<file path="src/logic/jdss_consts.vh">
// Constants shared by the jog and driving set sequencer.
`ifndef JDSS_CONSTS_VH
`define JDSS_CONSTS_VH
`define JDSS_QUICK_JOG_RESET 32'h000003e8
`define JDSS_SLOW_JOG_RESET 32'h000001f4
`define JDSS_SET_COUNT 16
`define JDSS_MODE_ABS 2'h0
`define JDSS_MODE_REL 2'h1
`define JDSS_MODE_SPEED 2'h2
`define JDSS_COND_SWITCH 2'h0
`define JDSS_COND_DELAY 2'h1
`define JDSS_COND_SW_DELAY 2'h2
`define JDSS_COND_FLYING 2'h3
`define JDSS_FOLLOW_NONE 5'h1f
`define JDSS_MOTION_STOP 2'h0
`define JDSS_MOTION_CREEP 2'h1
`define JDSS_MOTION_RAPID 2'h2
`define JDSS_MOTION_TARGET 2'h3
`endif

</file>
<file path="src/logic/jdss_jog_ctrl.v">
// Jog state machine: direction latch, creep and rapid speed selection.
`timescale 1ns/1ps
`default_nettype none
`include "jdss_consts.vh"
module jdss_jog_ctrl (
  input wire core_clk_i, // System clock.
  input wire reset_n_i, // Synchronous reset, active low.
  input wire allow_i, // Jog may start (positioning, enabled, standstill).
  input wire jog_positive_input_i, // Positive jog input.
  input wire jog_negative_input_i, // Negative jog input.
  output reg [1:0] jog_state_o, // Stop, creep or rapid.
  output reg jog_dir_neg_o // Direction of travel, 1 is negative.
);
  localparam [1:0] ST_STOP = 2'h0;
  localparam [1:0] ST_CREEP = 2'h1;
  localparam [1:0] ST_RAPID = 2'h2;
  reg first_now;
  reg second_now;
  reg second_prev_reg;
  reg pos_prev_reg;
  reg neg_prev_reg;
  reg pos_rise;
  reg neg_rise;
  always @* begin
    first_now = jog_dir_neg_o ? jog_negative_input_i : jog_positive_input_i;
    second_now = jog_dir_neg_o ? jog_positive_input_i : jog_negative_input_i;
    pos_rise = jog_positive_input_i & ~pos_prev_reg;
    neg_rise = jog_negative_input_i & ~neg_prev_reg;
  end
  always @(posedge core_clk_i) begin
    if (!reset_n_i) begin
      jog_state_o <= ST_STOP;
      jog_dir_neg_o <= 1'b0;
      second_prev_reg <= 1'b0;
      pos_prev_reg <= 1'b0;
      neg_prev_reg <= 1'b0;
    end else begin
      second_prev_reg <= second_now;
      pos_prev_reg <= jog_positive_input_i;
      neg_prev_reg <= jog_negative_input_i;
      case (jog_state_o)
        ST_STOP: begin
          // Only a fresh rise starts, so an input still held after a stop cannot restart.
          if (allow_i && (pos_rise ^ neg_rise)
              && (jog_positive_input_i ^ jog_negative_input_i)) begin
            jog_state_o <= ST_CREEP;
            jog_dir_neg_o <= jog_negative_input_i;
          end else if (allow_i && pos_rise && !neg_rise && !jog_dir_neg_o) begin
            jog_state_o <= ST_CREEP;
          end else if (allow_i && neg_rise && !pos_rise && jog_dir_neg_o) begin
            jog_state_o <= ST_CREEP;
          end
        end
        ST_CREEP: begin
          if (!first_now) begin
            jog_state_o <= ST_STOP;
          end else if (second_now && !second_prev_reg) begin
            jog_state_o <= ST_RAPID;
          end
        end
        ST_RAPID: begin
          if (!first_now) begin
            jog_state_o <= ST_STOP;
          end else if (!second_now) begin
            jog_state_o <= ST_CREEP;
          end
        end
        default: begin
          jog_state_o <= ST_STOP;
        end
      endcase
    end
  end
endmodule // jdss_jog_ctrl
`default_nettype wire

</file>
<file path="src/logic/jdss_sequencer.v">
// Jog and driving set sequencer top level.
`timescale 1ns/1ps
`default_nettype none
`include "jdss_consts.vh"
// Behaviour
// - Jog only in positioning control; jogging runs endless speed motion.
// - Jog request ignored unless axis stands still.
// - Two 32-bit jog speeds, quick default 1000, slow default 500.
// - First jog input from standstill moves at creep speed.
// - Second input during creep switches to rapid speed.
// - Releasing first input during rapid stops the axis.
// - Re-asserting first input resumes creep; rapid needs a fresh second edge.
// - Sixteen stored driving sets with position, mode, speeds, ramps, repeats, follow-up.
// - One jerk slip time in ms applies to all sets.
// - Active set number readable and driven binary on outputs when enabled.
// - Select bits form binary index, bit0 weight 1 to bit3 weight 8.
// - A set starts on release input, bus perform bit, or next start with nothing pending.
// - Releasing a new set aborts motion and follow-up sequence.
// - Next start runs pending repeat or follow-up under start condition 0 or 2; with nothing pending it acts as release.
// - Selection value 0 to 15 reset 0, plus read-only active set.
// - Feed hold pauses set motion (not jog) with programmed or quick-stop ramp, then resumes.
// - Run set, then repetitions of relative sets, then follow-up set.
// - Repeats and follow-ups use the same start-condition logic.
// - Any set activation restarts sequencing from the new set.
// - Mode 0 absolute, 1 relative, 2 endless speed ignoring target.
// - Follow-up -1 means none; 0 to 15 names next set.
// - Start condition 0 switch, 1 delay, 2 switch or delay, 3 flying.
// - Repetition count 0 to 255; repetitions served before follow-up.
module jdss_sequencer #(
  parameter SETS = `JDSS_SET_COUNT, // Number of driving sets.
  parameter DELAY_W = 16 // Width of the start delay in cycles.
) (
  input wire core_clk_i, // System clock, 100 MHz.
  input wire reset_n_i, // Synchronous reset, active low.
  input wire positioning_mode_i, // Axis is in positioning control.
  input wire control_enable_i, // Drive control enabled.
  input wire axis_standstill_i, // Axis at standstill.
  input wire target_reached_i, // Current positioning reached target.
  input wire jog_positive_input_i, // Positive jog input.
  input wire jog_negative_input_i, // Negative jog input.
  input wire [31:0] quick_jog_speed_i, // Quick jog speed written by software.
  input wire quick_jog_we_i, // Write strobe for quick jog speed.
  input wire [31:0] slow_jog_speed_i, // Slow jog speed written by software.
  input wire slow_jog_we_i, // Write strobe for slow jog speed.
  input wire [3:0] set_select_weight_input_i, // Select inputs, bit0 to bit3.
  input wire [3:0] select_assigned_i, // Which select weights have an input.
  input wire set_release_input_i, // Release terminal.
  input wire bus_perform_task_i, // Field bus perform driving task bit.
  input wire next_start_input_i, // Next start terminal.
  input wire bus_next_start_i, // Field bus repetition or follow-up bit.
  input wire feed_hold_i, // Feed hold, active high pauses motion.
  input wire hold_quick_stop_i, // Hold uses quick-stop ramp when high.
  input wire active_out_enable_i, // Drive active set on digital outputs.
  input wire [15:0] slip_time_ms_i, // Jerk slip time for all sets.
  input wire tbl_we_i, // Driving set table write strobe.
  input wire [3:0] tbl_idx_i, // Set written.
  input wire [31:0] tbl_pos_i, // Target position.
  input wire [1:0] tbl_mode_i, // Positioning mode.
  input wire [31:0] tbl_vel_i, // Velocity.
  input wire [31:0] tbl_acc_i, // Start-up acceleration.
  input wire [31:0] tbl_dec_i, // Braking deceleration.
  input wire [7:0] tbl_rep_i, // Repetition count.
  input wire [4:0] tbl_follow_i, // Follow-up set, 5'h1f means none.
  input wire [1:0] tbl_cond_i, // Start condition.
  input wire [DELAY_W-1:0] tbl_delay_i, // Start delay in cycles.
  output reg [1:0] motion_cmd_o, // Stop, creep, rapid or target motion.
  output reg motion_endless_o, // Motion is speed controlled, no target.
  output reg motion_start_o, // One-cycle pulse: new motion task begins.
  output reg motion_dir_neg_o, // Jog direction, 1 is negative.
  output reg [31:0] motion_speed_o, // Commanded speed.
  output reg [31:0] motion_pos_o, // Target position of active set.
  output reg [31:0] motion_acc_o, // Start-up acceleration of active set.
  output reg [31:0] motion_dec_o, // Braking deceleration of active set.
  output reg motion_relative_o, // Active set is relative.
  output reg motion_hold_o, // Motion paused by feed hold.
  output reg motion_quick_stop_o, // Pause uses quick-stop ramp.
  output reg [15:0] slip_time_ms_o, // Jerk slip time applied to all sets.
  output reg [31:0] quick_jog_speed_o, // Stored quick jog speed.
  output reg [31:0] slow_jog_speed_o, // Stored slow jog speed.
  output reg [3:0] set_select_index_o, // Selection mirrored from inputs.
  output reg [3:0] active_set_indication_o, // Set being processed.
  output reg [3:0] active_set_pins_o, // Active set on digital outputs.
  output reg [7:0] repeats_left_o, // Repetitions still pending.
  output reg seq_busy_o // Repeat or follow-up pending.
);
  localparam [1:0] SQ_IDLE = 2'h0;
  localparam [1:0] SQ_RUN = 2'h1;
  localparam [1:0] SQ_WAIT = 2'h2;
  reg [31:0] pos_mem [0:SETS-1];
  reg [1:0] mode_mem [0:SETS-1];
  reg [31:0] vel_mem [0:SETS-1];
  reg [31:0] acc_mem [0:SETS-1];
  reg [31:0] dec_mem [0:SETS-1];
  reg [7:0] rep_mem [0:SETS-1];
  reg [4:0] fol_mem [0:SETS-1];
  reg [1:0] cond_mem [0:SETS-1];
  reg [DELAY_W-1:0] dly_mem [0:SETS-1];
  reg [1:0] seq_state_reg;
  reg [DELAY_W-1:0] delay_cnt_reg;
  reg release_prev_reg;
  reg next_prev_reg;
  reg started_reg;
  wire [1:0] jog_state;
  wire jog_dir_neg;
  wire [3:0] sel_idx;
  wire release_edge;
  wire next_edge;
  wire jog_allow;
  wire jogging;
  wire [3:0] cur;
  wire cur_rel;
  wire [4:0] cur_fol;
  wire pending;
  wire cond_switch_ok;
  wire cond_delay_ok;
  wire advance;
  wire [3:0] adv_set;
  wire repeat_due;
  integer i;

  // A repetition is owed only by a relative set that still has repeats left.
  function repeat_owed(
    input [1:0] mode,
    input [7:0] left
  );
    repeat_owed = (mode == `JDSS_MODE_REL) && (left != 8'h00);
  endfunction

  assign sel_idx = set_select_weight_input_i & select_assigned_i;
  assign release_edge = (set_release_input_i | bus_perform_task_i) & ~release_prev_reg;
  assign next_edge = (next_start_input_i | bus_next_start_i) & ~next_prev_reg;
  assign jog_allow = positioning_mode_i & control_enable_i & axis_standstill_i
    & (motion_cmd_o != `JDSS_MOTION_TARGET);
  assign jogging = (jog_state != `JDSS_MOTION_STOP);
  assign cur = active_set_indication_o;
  assign cur_rel = (mode_mem[cur] == `JDSS_MODE_REL);
  assign cur_fol = fol_mem[cur];
  assign pending = (seq_state_reg == SQ_WAIT);
  // Repeats are only meaningful for relative sets and always precede follow-up.
  assign repeat_due = repeat_owed(mode_mem[cur], repeats_left_o);
  assign adv_set = repeat_due ? cur : cur_fol[3:0];
  assign cond_switch_ok = next_edge && (cond_mem[cur] == `JDSS_COND_SWITCH
    || cond_mem[cur] == `JDSS_COND_SW_DELAY);
  assign cond_delay_ok = (delay_cnt_reg == {DELAY_W{1'b0}}) && (cond_mem[cur] == `JDSS_COND_DELAY
    || cond_mem[cur] == `JDSS_COND_SW_DELAY || cond_mem[cur] == `JDSS_COND_FLYING);
  assign advance = pending && (cond_switch_ok || cond_delay_ok);

  jdss_jog_ctrl u_jog (
    .core_clk_i(core_clk_i),
    .reset_n_i(reset_n_i),
    .allow_i(jog_allow),
    .jog_positive_input_i(jog_positive_input_i),
    .jog_negative_input_i(jog_negative_input_i),
    .jog_state_o(jog_state),
    .jog_dir_neg_o(jog_dir_neg)
  );

  // Table storage; written only through the table port.
  always @(posedge core_clk_i) begin
    if (!reset_n_i) begin
      for (i = 0; i < SETS; i = i + 1) begin
        pos_mem[i] <= 32'h00000000;
        mode_mem[i] <= `JDSS_MODE_REL;
        vel_mem[i] <= 32'h000003e8;
        acc_mem[i] <= 32'h00002710;
        dec_mem[i] <= 32'h00002710;
        rep_mem[i] <= 8'h00;
        fol_mem[i] <= `JDSS_FOLLOW_NONE;
        cond_mem[i] <= `JDSS_COND_SWITCH;
        dly_mem[i] <= {DELAY_W{1'b0}};
      end
    end else if (tbl_we_i) begin
      pos_mem[tbl_idx_i] <= tbl_pos_i;
      mode_mem[tbl_idx_i] <= tbl_mode_i;
      vel_mem[tbl_idx_i] <= tbl_vel_i;
      acc_mem[tbl_idx_i] <= tbl_acc_i;
      dec_mem[tbl_idx_i] <= tbl_dec_i;
      rep_mem[tbl_idx_i] <= tbl_rep_i;
      // Values 16 to 30 are not valid set numbers and are kept as none.
      fol_mem[tbl_idx_i] <= tbl_follow_i[4] ? `JDSS_FOLLOW_NONE : tbl_follow_i;
      cond_mem[tbl_idx_i] <= tbl_cond_i;
      dly_mem[tbl_idx_i] <= tbl_delay_i;
    end
  end

  // Set sequencing.
  always @(posedge core_clk_i) begin
    if (!reset_n_i) begin
      seq_state_reg <= SQ_IDLE;
      delay_cnt_reg <= {DELAY_W{1'b0}};
      release_prev_reg <= 1'b0;
      next_prev_reg <= 1'b0;
      started_reg <= 1'b0;
      active_set_indication_o <= 4'h0;
      repeats_left_o <= 8'h00;
      set_select_index_o <= 4'h0;
      seq_busy_o <= 1'b0;
    end else begin
      release_prev_reg <= set_release_input_i | bus_perform_task_i;
      next_prev_reg <= next_start_input_i | bus_next_start_i;
      set_select_index_o <= sel_idx;
      started_reg <= 1'b0;
      if (jogging) begin
        seq_state_reg <= SQ_IDLE;
      end else if (positioning_mode_i && control_enable_i
          && (release_edge || (next_edge && !pending))) begin
        // New activation discards whatever sequence was running.
        active_set_indication_o <= sel_idx;
        repeats_left_o <= rep_mem[sel_idx];
        seq_state_reg <= SQ_RUN;
        started_reg <= 1'b1;
      end else if (advance) begin
        active_set_indication_o <= adv_set;
        if (repeat_due) begin
          repeats_left_o <= repeats_left_o - 8'h01;
        end else begin
          repeats_left_o <= rep_mem[adv_set];
        end
        seq_state_reg <= SQ_RUN;
        started_reg <= 1'b1;
      end else begin
        case (seq_state_reg)
          SQ_RUN: begin
            // Flying transition loads no delay, so it moves on one cycle in SQ_WAIT after the target is reached.
            // The cycle after a start is skipped so a late reached pulse of the old task is dropped.
            if (target_reached_i && !started_reg && mode_mem[cur] != `JDSS_MODE_SPEED) begin
              if (repeat_due || !cur_fol[4]) begin
                seq_state_reg <= SQ_WAIT;
                delay_cnt_reg <= (cond_mem[cur] == `JDSS_COND_FLYING) ? {DELAY_W{1'b0}}
                  : dly_mem[cur];
              end else begin
                seq_state_reg <= SQ_IDLE;
              end
            end
          end
          SQ_WAIT: begin
            if (delay_cnt_reg != {DELAY_W{1'b0}}) begin
              delay_cnt_reg <= delay_cnt_reg - {{(DELAY_W-1){1'b0}}, 1'b1};
            end
          end
          default: begin
            seq_state_reg <= SQ_IDLE;
          end
        endcase
      end
      seq_busy_o <= pending;
    end
  end

  // Motion command outputs.
  always @(posedge core_clk_i) begin
    if (!reset_n_i) begin
      motion_cmd_o <= `JDSS_MOTION_STOP;
      motion_endless_o <= 1'b0;
      motion_start_o <= 1'b0;
      motion_dir_neg_o <= 1'b0;
      motion_speed_o <= 32'h00000000;
      motion_pos_o <= 32'h00000000;
      motion_acc_o <= 32'h00000000;
      motion_dec_o <= 32'h00000000;
      motion_relative_o <= 1'b0;
      motion_hold_o <= 1'b0;
      motion_quick_stop_o <= 1'b0;
      slip_time_ms_o <= 16'h0000;
      quick_jog_speed_o <= `JDSS_QUICK_JOG_RESET;
      slow_jog_speed_o <= `JDSS_SLOW_JOG_RESET;
      active_set_pins_o <= 4'h0;
    end else begin
      if (quick_jog_we_i) begin
        quick_jog_speed_o <= quick_jog_speed_i;
      end
      if (slow_jog_we_i) begin
        slow_jog_speed_o <= slow_jog_speed_i;
      end
      slip_time_ms_o <= slip_time_ms_i;
      motion_hold_o <= feed_hold_i && (seq_state_reg == SQ_RUN);
      motion_quick_stop_o <= hold_quick_stop_i;
      active_set_pins_o <= active_out_enable_i ? active_set_indication_o : 4'h0;
      motion_start_o <= started_reg;
      motion_dir_neg_o <= jog_dir_neg;
      motion_pos_o <= pos_mem[cur];
      motion_acc_o <= acc_mem[cur];
      motion_dec_o <= dec_mem[cur];
      motion_relative_o <= cur_rel;
      if (jogging) begin
        motion_cmd_o <= jog_state;
        motion_endless_o <= 1'b1;
        motion_speed_o <= (jog_state == `JDSS_MOTION_RAPID) ? quick_jog_speed_o
          : slow_jog_speed_o;
      end else if (seq_state_reg == SQ_RUN) begin
        motion_cmd_o <= `JDSS_MOTION_TARGET;
        motion_endless_o <= (mode_mem[cur] == `JDSS_MODE_SPEED);
        motion_speed_o <= vel_mem[cur];
      end else begin
        motion_cmd_o <= `JDSS_MOTION_STOP;
        motion_endless_o <= 1'b0;
        motion_speed_o <= 32'h00000000;
      end
    end
  end
endmodule // jdss_sequencer
`default_nettype wire

</file>
<file path="config.mk">
export PLATFORM = sky130hd
export DESIGN_NAME = jdss_sequencer
export DESIGN_NICKNAME = d
export VERILOG_FILES = /design/src/logic/jdss_jog_ctrl.v /design/src/logic/jdss_sequencer.v
export VERILOG_INCLUDE_DIRS = /design/src /design/src/logic
export SDC_FILE = /design/constraint.sdc
export NUM_CORES = 2
export LEC_CHECK = 0
export BUFFER_PORTS_ARGS = -buffer_cell sky130_fd_sc_hd__buf_2
export CAP_MARGIN = 10
export CORE_ASPECT_RATIO = 0.5
export CORE_MARGIN = 5
export CORE_UTILIZATION = 40
export DETAILED_ROUTE_END_ITERATION = 12
export PLACE_DENSITY = 0.6
export SLEW_MARGIN = 20
export SYNTH_ARGS = -nofsm -noshare
export SYNTH_HDL_FRONTEND = slang
export SYNTH_SLANG_ARGS = --single-unit
</file>
<file path="constraint.sdc">
create_clock -name core_clk_i -period 29.5 [get_ports core_clk_i]
set_clock_uncertainty 0.15 [all_clocks]
set_input_delay 2.95 -clock core_clk_i [delete_from_list [all_inputs] [get_ports core_clk_i]]
set_output_delay 2.95 -clock core_clk_i [all_outputs]
set_load 0.02 [all_outputs]
</file>
==> flow_summary.ini <==
[drt]
drtPass1Iterations = 6
viasPerCell = 5.889
vias = 73449
drc_errors = 0
drtIter0Drc = 8503
routed_wl_um = 372600
ant_nets = 0
wl_per_cell_um = 29.87

[synthesis]
synth-edff-count = 2576
synthArstFlopShare_pct = 0
yosysMostFrequentCell = edfxtp_1
synthTopCellsByCount = edfxtp_1 (2576), and3_1 (1538), and2_1 (818), mux4_2 (801), clkbuf_1 (793)
syn_area_per_cell_um2 = 15.73
yosys.area.top_type = edfxtp_1
ys_seq_area_share_pct = 65.83
synthesis.area_mm2 = 0.1257
synth.area.top_cells = edfxtp_1 (62%), mux4_2 (14%), and3_1 (7.7%)
synthCells = 7987
synth_top_area_share_pct = 61.56
ys_ff_latch = 2844
yosysWarnings = 0
syn_nets = 8261
ys_types = 62
synth-main-ff-cell = edfxtp_1

[worst_setup_path]
start_kind = input port
crit_fanout = 59
r2r_cells = 12
reg2reg_slack_ns = 23.59
r2r-end = repeats_left_o[5]$_SDFFE_PN0P_
crit_start = reset_n_i
end_kind = flop
required_ns = 29.81
arrival_ns = 7.27
path_class = in2reg

[placed_design]
routabilityCongestion = 0.8119
placedCellCount = 11951
io_buffers = 507
hpwlAfterDp_um = 197000

[cts]
cts.clk_slew.worst_paths_ns = 0.06
htree_levels = 5
cts_setup_buffers = 0
cts_sinks = 2844
clockRootBuffer = clkbuf_16
cts_max_path_buffers = 4
clock_latency_ns = 0.86
cts_buffers = 277
cts.hold.buffers_added = 0
cts_tree = yes
cts_resized = 0

[floorplan]
die_y_um = 406.3
die_x_um = 802.6
core_area_mm2 = 0.3124
die_area_mm2 = 0.3261
ios = 508
start_util_pct = 40.22
num_rows = 145

[global_route]
grt_overflow = 0
antenna_found_initial = 102
grt_pass1_vias = 73495
grt_pass1_wl_um = 537200
track_usage_pct = 22.34
grt_start_max_net_pins = 219

[power_and_ir_drop]
p_leak_nw = 52.33
cellPowerDensity_mw_per_mm2 = 65.69
finalPower_mw = 9.224
peakVddDrop_v = 0.00004693

[layout]
final_nets = 8316
multi_input_area_mm2 = 0.03971
nFillCells = 26977
drive_gt1_share_pct = 24.36
fin_util_pct = 44.94
area_delta_synth_final_pct = 11.75
finalNonFillerCells = 12473
regArea_mm2 = 0.08275

[timing]
fin_tns_setup_ns = 0
setup_violations = 0
fin_crit_ns = 6.957
max_slew_margin_pct = 15.02
post-route-period-util_pct = 23.58
hold_viol_final = 0
grt_setup_unrepaired = no
worst_pin_slew_ns = 1.275
slew_violations = 0
fmax_ghz = 0.1437

[flow_run]
drv_cap = 0

[hold_path]
holdCritStartpoint = delay_cnt_reg[13]$_SDFFE_PN0P_
hold-path-cell-count = 2
hold_class = reg2reg
hold_path_end = delay_cnt_reg[13]$_SDFFE_PN0P_

[run_status]
run_status = complete, no violations
-- worst max path at each step --
| stage | endpoint | slack (ns) | depth (start not counted) |
|---|---|---|---|
| after floorplan | acc_mem[11][0]$_SDFFCE_PN0P_ | 13.44 | 5 |
| after global placement | dec_mem[11][27]$_SDFFCE_PN0P_ | 21.71 | 8 |
| after detailed placement | dec_mem[11][27]$_SDFFCE_PN0P_ | 21.66 | 8 |
| after CTS | dec_mem[11][30]$_SDFFCE_PN0P_ | 22.56 | 8 |
| after global routing | acc_mem[0][18]$_SDFFCE_PN0P_ | 22.38 | 8 |
| final | pos_mem[11][23]$_SDFFCE_PN0P_ | 22.54 | 8 |
-- final cells by class --
cell class,count,share of cell area [%]
inverters,24,0.06594
clock inverters,96,0.5587
flip-flops and latches,2844,58.94
well taps,4189,3.733
diodes,33,0.05881
repair buffers,665,2.819
clock buffers,392,5.545
multi-input cells,4230,28.28
-- kinds of logic after synthesis --
logic type                 after synthesis  share of synthesized area, %
xor gates and xnor gates                 8                       0.05576
and+or+nand+nor                       3110                         14.84
DFF                                   2844                         65.83
buffers and inverters                  913                         2.778
AOI/OAI and AO/OA                      164                        0.9370
adders and majority gates                3                       0.02988
muxes                                  945                         15.53
-- placed cells by master (no fill, tap or decap), types with 21 or more instances in the layout --
master     count
edfxtp_1    2576
and3_1      1538
and2_1       817
mux4_2       801
buf_2        506
clkbuf_16    287
dfxtp_1      258
or3_1        192
nor2_1       166
buf_4        140
nand2_1      131
mux2i_1      118
or2_2         96
clkbuf_1      84
nand2b_1      74
clkinv_1      35
diode_2       33
a221oi_1      33
clkinv_2      31
nand3_1       25
mux2_2        25
inv_1         23
o21ai_0       21
clkbuf_8      21
-- worst max-delay path, cell delays in order --
cell and delay [ns]:
buf_8 0.46, nand3_1 0.33, nand2b_2 0.27, buf_4 0.34, o21ai_4 0.23, buf_4 0.67
buf_4 0.92, buf_4 0.88
-- through the flow --
step | hold slack [ns] | setup WS (ns) | area, um2
after global placement | 0.3263 | 21.71 | 131700
after detailed placement | 0.3297 | 21.66 | 131700
after CTS | 0.3425 | 22.56 | 140300
after global routing | 0.3724 | 22.38 | 140400
final | 0.3423 | 22.54 | 140400
after floorplan | 0.2856 | 13.44 | 125700
-- report_power, final --
| part | total (mW) | switching [mW] | leakage (nW) | internal (mW) |
|---|---|---|---|---|
| Sequential | 4.72 | 0.0888 | 27.0 | 4.63 |
| Combinational | 1.02 | 0.632 | 21.2 | 0.389 |
| Clock | 3.49 | 1.55 | 4.19 | 1.94 |
| Total | 9.22 | 2.27 | 52.3 | 6.96 |
-- routing by layer --
layer	vias up	global-route usage (%)	share of wire, %
met5	-	0	0.012
met4	6	7.455	3.3
met3	646	3.004	6.9
met2	3199	36.23	48
met1	38721	31.32	41
li1	30877	-	-
Note: power is estimated with default switching activity, not from simulation.
